[config.mk]
export PLATFORM = sky130hd
export DESIGN_NAME = cpu_power_mode_control
export DESIGN_NICKNAME = d
export VERILOG_FILES = /design/src/hw/power_mode_pkg.sv /design/src/hw/cpu_power_mode_control.sv
export SDC_FILE = /design/constraint.sdc
export NUM_CORES = 1
export LEC_CHECK = 0
export BUFFER_PORTS_ARGS = -buffer_cell sky130_fd_sc_hd__buf_2
export CAP_MARGIN = 25
export CORE_MARGIN = 3
export CORE_UTILIZATION = 47
export CTS_CLUSTER_SIZE = 24
export DETAILED_ROUTE_END_ITERATION = 10
export MAX_ROUTING_LAYER = met4
export PLACE_DENSITY = 0.89
export SYNTH_ARGS = -nofsm -noshare
export SYNTH_HDL_FRONTEND = slang
export SYNTH_SLANG_ARGS = --single-unit
[constraint.sdc]
create_clock -name clk_sys -period 1.7 [get_ports clk_sys]
set_input_delay 0.34 -clock clk_sys [delete_from_list [all_inputs] [get_ports clk_sys]]
set_output_delay 0.34 -clock clk_sys [all_outputs]
set_load 0.005 [all_outputs]
[src/hw/power_mode_pkg.sv]
// Purpose: Shared constants for the CPU power mode controller.
// Assumes: APB word addressing; 100 MHz clk_sys.
// Notes: Register index 0x87 is not word aligned, so byte address = 4 * index.
package power_mode_pkg;
   // Register indices and byte addresses
   localparam logic [11:0] PMC_INDEX = 12'h087;
   localparam logic [11:0] PMC_ADDR = 12'h21c;
   localparam logic [11:0] CTRL_ADDR = 12'h200;
   localparam logic [11:0] STATUS_ADDR = 12'h204;

   // power_mode_control fields
   localparam int IDLE_BIT = 0;
   localparam int STOP_BIT = 1;
   localparam int FLAGS_LSB = 2;
   localparam logic [7:0] PMC_RESET = 8'h00;

   // Control register fields
   localparam int CTRL_WDT_EN_BIT = 0;
   localparam int CTRL_MCD_EN_BIT = 1;
   localparam int CTRL_SUSPEND_BIT = 2;
   localparam int CTRL_VBUS_POL_BIT = 3;
   localparam logic [3:0] CTRL_RESET = 4'h3;

   // Status register fields and mode codes
   localparam int STAT_SUSPEND_BIT = 2;
   localparam int STAT_OSC_BIT = 3;
   localparam logic [1:0] MODE_CODE_RUN = 2'h0;
   localparam logic [1:0] MODE_CODE_IDLE = 2'h1;
   localparam logic [1:0] MODE_CODE_STOP = 2'h2;

   localparam logic [15:0] RESET_VECTOR = 16'h0000;

   // Missing clock detector timeout
   localparam int CLK_PERIOD_NS = 10;
   localparam int MCD_TIMEOUT_NS = 100000;
   localparam int MCD_TIMEOUT_CYC = MCD_TIMEOUT_NS / CLK_PERIOD_NS;
   localparam int MCD_CNT_W = 14;
endpackage : power_mode_pkg

[src/hw/cpu_power_mode_control.sv]
// Purpose: Idle/Stop power mode control with reset wake, watchdog and
//    missing clock termination, and oscillator suspend wake-up.
// Assumes: instr_done pulses when the CPU retires an instruction; irq_enabled
//    is an enabled interrupt level on clk_sys; pins are asynchronous.
// Notes: APB slave, zero wait states, pslverr on unmapped addresses.
`timescale 1ns/1ps
module cpu_power_mode_control #(
   parameter int MCD_TIMEOUT = power_mode_pkg::MCD_TIMEOUT_CYC
) (
   input wire logic clk_sys,
   input wire logic rst_n,
   input wire logic psel,
   input wire logic penable,
   input wire logic pwrite,
   input wire logic [11:0] paddr,
   input wire logic [31:0] pwdata,
   output logic [31:0] prdata,
   output logic pready,
   output logic pslverr,
   input wire logic instr_done,
   input wire logic irq_enabled,
   input wire logic wdt_expire,
   input wire logic ext_rst_n,
   input wire logic usb_event,
   input wire logic vbus,
   output logic cpu_halt,
   output logic cpu_clk_en,
   output logic periph_clk_en,
   output logic osc_run,
   output logic int_active,
   output logic reset_req,
   output logic [15:0] reset_vector,
   output logic resume_next
);
   typedef enum logic [1:0] {RUN, IDLE, STOP} mode_t;

   typedef struct packed {
      mode_t mode;
      logic idle_arm;
      logic stop_arm;
      logic [5:0] flags;
      logic wdt_en;
      logic mcd_en;
      logic suspend;
      logic vbus_pol;
      logic [power_mode_pkg::MCD_CNT_W-1:0] mcd_cnt;
      logic [1:0] ext_sync;
      logic [1:0] vbus_sync;
      logic [1:0] usb_sync;
      logic reset_req;
      logic resume;
      logic [31:0] prdata;
      logic pslverr;
   } state_t;

   localparam int CNT_W = power_mode_pkg::MCD_CNT_W;
   localparam logic [CNT_W-1:0] MCD_LAST = CNT_W'(MCD_TIMEOUT - 1);

   state_t st;
   state_t next_st;

   function automatic logic mapped(input logic [11:0] a);
      mapped = (a == power_mode_pkg::PMC_ADDR) || (a == power_mode_pkg::CTRL_ADDR) ||
         (a == power_mode_pkg::STATUS_ADDR);
   endfunction : mapped

   function automatic logic [1:0] mode_code(input mode_t m);
      unique case (m)
         RUN: mode_code = power_mode_pkg::MODE_CODE_RUN;
         IDLE: mode_code = power_mode_pkg::MODE_CODE_IDLE;
         STOP: mode_code = power_mode_pkg::MODE_CODE_STOP;
         default: mode_code = power_mode_pkg::MODE_CODE_RUN;
      endcase
   endfunction : mode_code

   logic setup;
   logic wr_access;
   logic wr_pmc;
   logic wr_ctrl;
   logic idle_req;
   logic stop_req;
   logic ext_reset;
   logic wdt_reset;
   logic mcd_reset;
   logic any_reset;
   logic osc_wake;

   assign setup = psel && !penable;
   assign wr_access = psel && penable && pwrite;
   assign wr_pmc = wr_access && (paddr == power_mode_pkg::PMC_ADDR);
   assign wr_ctrl = wr_access && (paddr == power_mode_pkg::CTRL_ADDR);
   // A write in the same cycle as instr_done still counts for that instruction
   assign idle_req = st.idle_arm || (wr_pmc && pwdata[power_mode_pkg::IDLE_BIT]);
   assign stop_req = st.stop_arm || (wr_pmc && pwdata[power_mode_pkg::STOP_BIT]);
   assign ext_reset = !st.ext_sync[1];
   assign wdt_reset = st.wdt_en && wdt_expire;
   assign mcd_reset = (st.mode == STOP) && st.mcd_en && (st.mcd_cnt == MCD_LAST);
   assign any_reset = ext_reset || wdt_reset || mcd_reset;
   assign osc_wake = st.usb_sync[1] || (st.vbus_sync[1] == st.vbus_pol);

   always_comb begin
      next_st = st;
      next_st.ext_sync = {st.ext_sync[0], ext_rst_n};
      next_st.vbus_sync = {st.vbus_sync[0], vbus};
      next_st.usb_sync = {st.usb_sync[0], usb_event};
      next_st.reset_req = 1'b0;
      next_st.resume = 1'b0;

      // Read data captured in setup so it stands through the access phase
      if (setup) begin
         next_st.pslverr = !mapped(paddr);
         next_st.prdata = 32'h0;
         if (paddr == power_mode_pkg::PMC_ADDR) begin
            // Mode select bits always read back as zero
            next_st.prdata[7:power_mode_pkg::FLAGS_LSB] = st.flags;
         end else if (paddr == power_mode_pkg::CTRL_ADDR) begin
            next_st.prdata[power_mode_pkg::CTRL_WDT_EN_BIT] = st.wdt_en;
            next_st.prdata[power_mode_pkg::CTRL_MCD_EN_BIT] = st.mcd_en;
            next_st.prdata[power_mode_pkg::CTRL_SUSPEND_BIT] = st.suspend;
            next_st.prdata[power_mode_pkg::CTRL_VBUS_POL_BIT] = st.vbus_pol;
         end else if (paddr == power_mode_pkg::STATUS_ADDR) begin
            next_st.prdata[1:0] = mode_code(st.mode);
            next_st.prdata[power_mode_pkg::STAT_SUSPEND_BIT] = st.suspend;
            next_st.prdata[power_mode_pkg::STAT_OSC_BIT] = osc_run;
         end
      end

      if (wr_pmc) begin
         next_st.flags = pwdata[7:power_mode_pkg::FLAGS_LSB];
      end
      if (wr_ctrl) begin
         next_st.wdt_en = pwdata[power_mode_pkg::CTRL_WDT_EN_BIT];
         next_st.mcd_en = pwdata[power_mode_pkg::CTRL_MCD_EN_BIT];
         next_st.vbus_pol = pwdata[power_mode_pkg::CTRL_VBUS_POL_BIT];
      end

      // Suspend: software sets, wake clears; a set in the wake cycle wins
      if (wr_ctrl && pwdata[power_mode_pkg::CTRL_SUSPEND_BIT]) begin
         next_st.suspend = 1'b1;
      end else if (wr_ctrl) begin
         next_st.suspend = 1'b0;
      end else if (st.suspend && osc_wake) begin
         next_st.suspend = 1'b0;
      end

      next_st.mcd_cnt = '0;
      if (any_reset) begin
         // Reset wakes from any mode and restarts the CPU at the vector
         next_st.mode = RUN;
         next_st.idle_arm = 1'b0;
         next_st.stop_arm = 1'b0;
         next_st.reset_req = 1'b1;
      end else begin
         unique case (st.mode)
            RUN: begin
               next_st.idle_arm = idle_req;
               next_st.stop_arm = stop_req;
               if (instr_done && stop_req) begin
                  next_st.mode = STOP;
                  next_st.idle_arm = 1'b0;
                  next_st.stop_arm = 1'b0;
               end else if (instr_done && idle_req) begin
                  next_st.mode = IDLE;
                  next_st.idle_arm = 1'b0;
               end
            end
            IDLE: begin
               // Flags untouched by hardware here
               if (irq_enabled) begin
                  next_st.mode = RUN;
                  next_st.resume = 1'b1;
               end
            end
            STOP: begin
               // Interrupts are ignored; only a reset leaves Stop
               if (st.mcd_en) begin
                  next_st.mcd_cnt = st.mcd_cnt + 1'b1;
               end
            end
         endcase
      end
   end

   always_ff @(posedge clk_sys or negedge rst_n) begin
      if (!rst_n) begin
         st <= '{mode: RUN, idle_arm: 1'b0, stop_arm: 1'b0,
            flags: power_mode_pkg::PMC_RESET[7:2],
            wdt_en: power_mode_pkg::CTRL_RESET[0], mcd_en: power_mode_pkg::CTRL_RESET[1],
            suspend: power_mode_pkg::CTRL_RESET[2], vbus_pol: power_mode_pkg::CTRL_RESET[3],
            mcd_cnt: '0, ext_sync: 2'h3, vbus_sync: 2'h0, usb_sync: 2'h0,
            reset_req: 1'b0, resume: 1'b0, prdata: 32'h0, pslverr: 1'b0};
      end else begin
         st <= next_st;
      end
   end

   assign prdata = st.prdata;
   assign pready = 1'b1;
   assign pslverr = st.pslverr;
   assign cpu_halt = (st.mode != RUN);
   assign cpu_clk_en = (st.mode == RUN);
   assign periph_clk_en = (st.mode != STOP);
   assign osc_run = (st.mode != STOP) && !st.suspend;
   assign int_active = (st.mode != STOP);
   assign reset_req = st.reset_req;
   assign reset_vector = power_mode_pkg::RESET_VECTOR;
   assign resume_next = st.resume;
endmodule : cpu_power_mode_control

==> Yosys cells after proc, flatten, opt, wreduce, memory -nomap -nowiden <==
Cells that the tools add are included.
{ "totals": {"reg_bits": 45, "output_inout_bits": 57, "elab_cells": 82} }
{ "classes": {"addsub": 1, "eq_ne": 10, "mux": 23, "n_reduce_logical": 32} }
{ "ops": {"columns": ["operator", "n"], "rows": [
  ["$mux W14", 3],
  ["$eq A12 B10 Y1 const B", 3],
  ["$mux W4", 4],
  ["$logic_and A1 B1 Y1", 15],
  ["$add A14 B1 Y14 const B", 1],
  ["$eq A14 B14 Y1 const B", 1],
  ["$mux W1", 8],
  ["$mux W2", 4],
  ["$pmux W2 S2", 2],
  ["$logic_or A1 B1 Y1", 7],
  ["$mux W3", 2],
  ["$reduce_bool A3 Y1", 2],
  ["$logic_not A1 Y1", 4],
  ["$ne A4 B1 Y1 const B", 1],
  ["$reduce_bool A2 Y1", 2],
  ["$ne A3 B3 Y1 const B", 1],
  ["$reduce_and A3 Y1", 1],
  ["$eq A2 B1 Y1 const B", 1],
  ["$eq A2 B2 Y1 const B", 1],
  ["$logic_not A2 Y1", 1],
  ["$ne A2 B2 Y1 const B", 1],
  ["$eq A1 B1 Y1", 1]
]} }

==> Longest topological paths before layout <==
{ "depth": {"ltp_word": 10, "depth_mapped": 6, "mapped_depth_nobuf": 5} }

==> Least setup slack after synthesis <==
Ideal clock, no wire load.
{ "synth_path": {"kind": "input port to flip-flop", "start": "input port paddr[7]", "end": "register st[55] in the netlist's numbering", "arrival_time_ns": 1.496, "path_slack_ns": 0.079, "cell_stages": 5, "path_buffers": 1, "cell_sequence": "nor4b_2 -> and3_1 -> buf_6 -> and4bb_4 -> mux2_4"} }
{ "synth_between": {"elab_chain_len": 2} }
{ "synth_lines": {"columns": ["item", "line_no", "rtl"], "rows": [
  ["start: declaration", "cpu_power_mode_control.sv:15", "input wire logic [11:0] paddr,"],
  ["$eq A12 B10 Y1", "cpu_power_mode_control.sv:91", "assign wr_ctrl = wr_access && (paddr == power_mode_pkg::CTRL_ADDR);"],
  ["$logic_and A1 B1 Y1", "cpu_power_mode_control.sv:91", null],
  ["end signal: assignment", "cpu_power_mode_control.sv:186", "st <= '{mode: RUN, idle_arm: 1'b0, stop_arm: 1'b0,"],
  ["end signal: assignment", "cpu_power_mode_control.sv:193", "st <= next_st;"],
  ["end: declaration", "cpu_power_mode_control.sv:59", "state_t st;"]
]} }
Every way passes these cells.
A chain may end at the register's enable or synchronous reset.

==> Worst setup path after layout <==
{ "layout_path": {"start": "register st[41] in the netlist's numbering", "end": "register st[66] in the netlist's numbering"} }
{ "layout_between": {"elab_chain_len": 4, "word_cells_on_any_way": 5, "cone_classes": "1 x eq/ne; 1 x mux; 3 x reduce/logical"} }
{ "layout_lines": {"columns": ["item", "line_no", "rtl"], "rows": [
  ["$eq A14 B14 Y1 (*)", "cpu_power_mode_control.sv:97", "assign mcd_reset = (st.mode == STOP) && st.mcd_en && (st.mcd_cnt == MCD_LAST);"],
  ["$logic_and A1 B1 Y1 (*)", "cpu_power_mode_control.sv:97", null],
  ["$logic_or A1 B1 Y1 (*)", "cpu_power_mode_control.sv:98", "assign any_reset = ext_reset || wdt_reset || mcd_reset;"],
  ["via any_reset", "cpu_power_mode_control.sv:85", "logic any_reset;"],
  ["$mux W4 / $reduce_bool A2 Y1 (equally long branches)", null, null]
]} }
Mark *: on every way through the listed nets, which the timed path passes. The rest lies on a longest branch.

==> results.ini <==
[outcome]
status=finished, final reports clean

[sta]
min_period_ns=1.57
rsz0062_at_grt=false
setup_tns_ns=0
setup_viol=0
hold_viol=0
skew_ns=0.00572
drv_slew=0
holdWs_ns=0.145
fmax_ghz=0.635
timing.final.ws_setup_ns=0.126
fin_crit_sh_pct=92.6

[global_route]
grt_pass1_vias=1577
grt_first_pass_wirelength_um=7180
gr-total-overflow=0
grt_max_degree=29
grt_util_all_layers_pct=15.0
antenna_found_initial=0

[pwr]
p_switching_mw=0.447
p_leak_nw=1.30
clkPwrFrac_pct=44.2
finalPower_mw=2.16
vdd_drop_max_mv=0.617
netSwitchingFraction_pct=20.6
power_frac_comb_pct=5.7
power_density_nw_per_um2=802
seqPwrFrac_pct=50.1
internal_power_mw=1.72

[yosys]
synthAdderAreaFrac_pct=0.515
synthTopCellsByArea=dfrtp_1, buf_4, dfstp_2, nor2_1, mux2_2
synth-xor-area-share_pct=4.32
synthSimpleGateAreaFrac_pct=17.4
ys.flop_type=dfrtp_1
synth.area.mux_share_pct=6.07
synth_area_um2=2430
ys_async_sr_fraction_pct=100
yosysSeqAreaShare_pct=46.5
yosysMostFrequentCell=buf_4
yosys.area.top_type=dfrtp_1
syn_inst=236
synth_cell_types=43
avgSynthCellArea_um2=10.3
synth_warnings=0
synth_top_area_share_pct=42.2
synth_compound_area_share_pct=7.41
synth_edf_count=0
ys_ff_latch=45
synth_commonest_cells=buf_4, dfrtp_1, nor2_1, nand3_1
synth_top_family_by_area=buffers and inverters

[floorplan]
rows=25
initial_core_util_pct=50.1
die-height_um=77.9
die-area_um2=6070
core_um2=4850
io_pins=112
die_w_um=77.9

[placement]
dp_hpwl_um=3420
gp_congestion=0.871
pre_cts_slack_ns=-0.0681
io_buffers=46
placed_cell_area_um2=2540
placedCellCount=339

[cells_and_area]
nNetsFinal=336
drive_gt1_share_pct=27.8
final_area_um2=2700
final_cells=348
areaGrowthSynthToFinish_pct=11.0
utilization_pct=55.7
num_antenna_cells=0

[setup_path]
required_ns=1.86
start_kind=register
worstPathArrival_ns=1.74
worstPathMaxFanout=4
cp-end-kind=register
worstSetupPathType=register to register

[clock_tree]
cts.sinks=45
cts_tree=built
cts_root_buffer=clkbuf_8
cts_setup_buffers=0
cts_max_path_buffers=2
clock_insertion_delay_worst_skew_ns=0.29
clk_pin_slew_ns=0.08
htree_levels=2
tritoncts.num_buffers=5

[hold_path]
hold_path.class=input port to register

[route]
totalWireLength_um=4440
drtPass1Iterations=4
route.detailed.drc=0
ant_nets=0
drt_first_iter_violations=130
avgRoutedWirePerCell_um=12.8
avgViaCountPerCell=4.84
vias=1685

[run]
maxCapViolations=0

-- cells by family after synthesis --
family / Yosys count
AOI/OAI and AO/OA: 26
xor gates and xnor gates: 12
adders and majority gates: 1
buffers and inverters: 60
DFF: 45
muxes: 12
other: 2
and+or+nand+nor: 78
-- registers in the layout, summed over array words and instances (netlist names) --
| name | cells |
|---|---|
| pslverr | 1 |
| resume_next | 1 |
| prdata | 8 |
| next_st | 3 |
| st | 31 |
| reset_req | 1 |
-- final timing paths --
check	depth (start not counted)	to	slack, ns	startpoint
min in group asynchronous	2	st[42]	0.51	rst_n
min	1	next_st[40]	0.14	ext_rst_n
max	5	st[66]	0.13	st[41]
max in group asynchronous	3	st[57]	0.64	rst_n
min reg2reg	0	st[40]	0.36	next_st[40]
max reg2reg	5	st[66]	0.13	st[41]
-- cell type report --
cell class / count / area, µm²
clock buffers: 5 / 68.8
clock inverters: 3 / 68.8
fillers: 432 / 2150
inverters: 5 / 18.8
multi-input cells: 170 / 1030
flip-flops and latches: 45 / 1130
well taps: 67 / 83.8
repair buffers: 53 / 298
-- placed cells by master, fill, tap and decap left out, types with 3 or more instances in the layout --
master and instances:
nor2b_1 4, nor2_1 23, mux2_2 6, nand2b_1 3, buf_4 5, nand4_1 8, dfrtp_1 41, a21oi_1 3
a22o_1 4, nor3_1 8, mux2_4 4, nand3_1 9, dfstp_2 4, and3_1 6, xnor2_1 6, clkbuf_8 5
inv_1 5, buf_2 46, xor2_1 6, o21ai_0 6, nand2_1 6, conb_1 41
-- critical path, stage by stage (launching register included) --
cell and delay, ns:
dfrtp_1 0.40, ha_1 0.22, and3_1 0.24, nand4_1 0.14
o21ai_1 0.33, nor3_1 0.12
-- power groups by stage --
stage	registers, mW	logic (mW)	clock network (mW)
after global routing	1.08	0.143	1.01
final	1.08	0.124	0.956
after detailed placement	1.10	0.122	0
after CTS	1.08	0.124	0.967
after floorplan	1.10	0.117	0
after global placement	1.10	0.120	0
-- per-layer routing --
metal	GRT usage, %	wire length [µm]	part of all wire (%)
met1	19.0	1900	43
met2	24.7	2230	50
met3	3.60	294	6.6
met4	3.32	13	0.29
met5	-	0	0
-- repair_timing --
| item | 4_1_cts | 5_1_grt |
|---|---|---|
| hold endpoints to repair | 15 | 0 |
| endpoints found under the setup margin | 3 | 3 |
| resized for setup | 1 | 1 |
| pin swaps | 0 | 0 |
| hold buffers | 1 | 0 |
(Power assumes the default switching activity.)
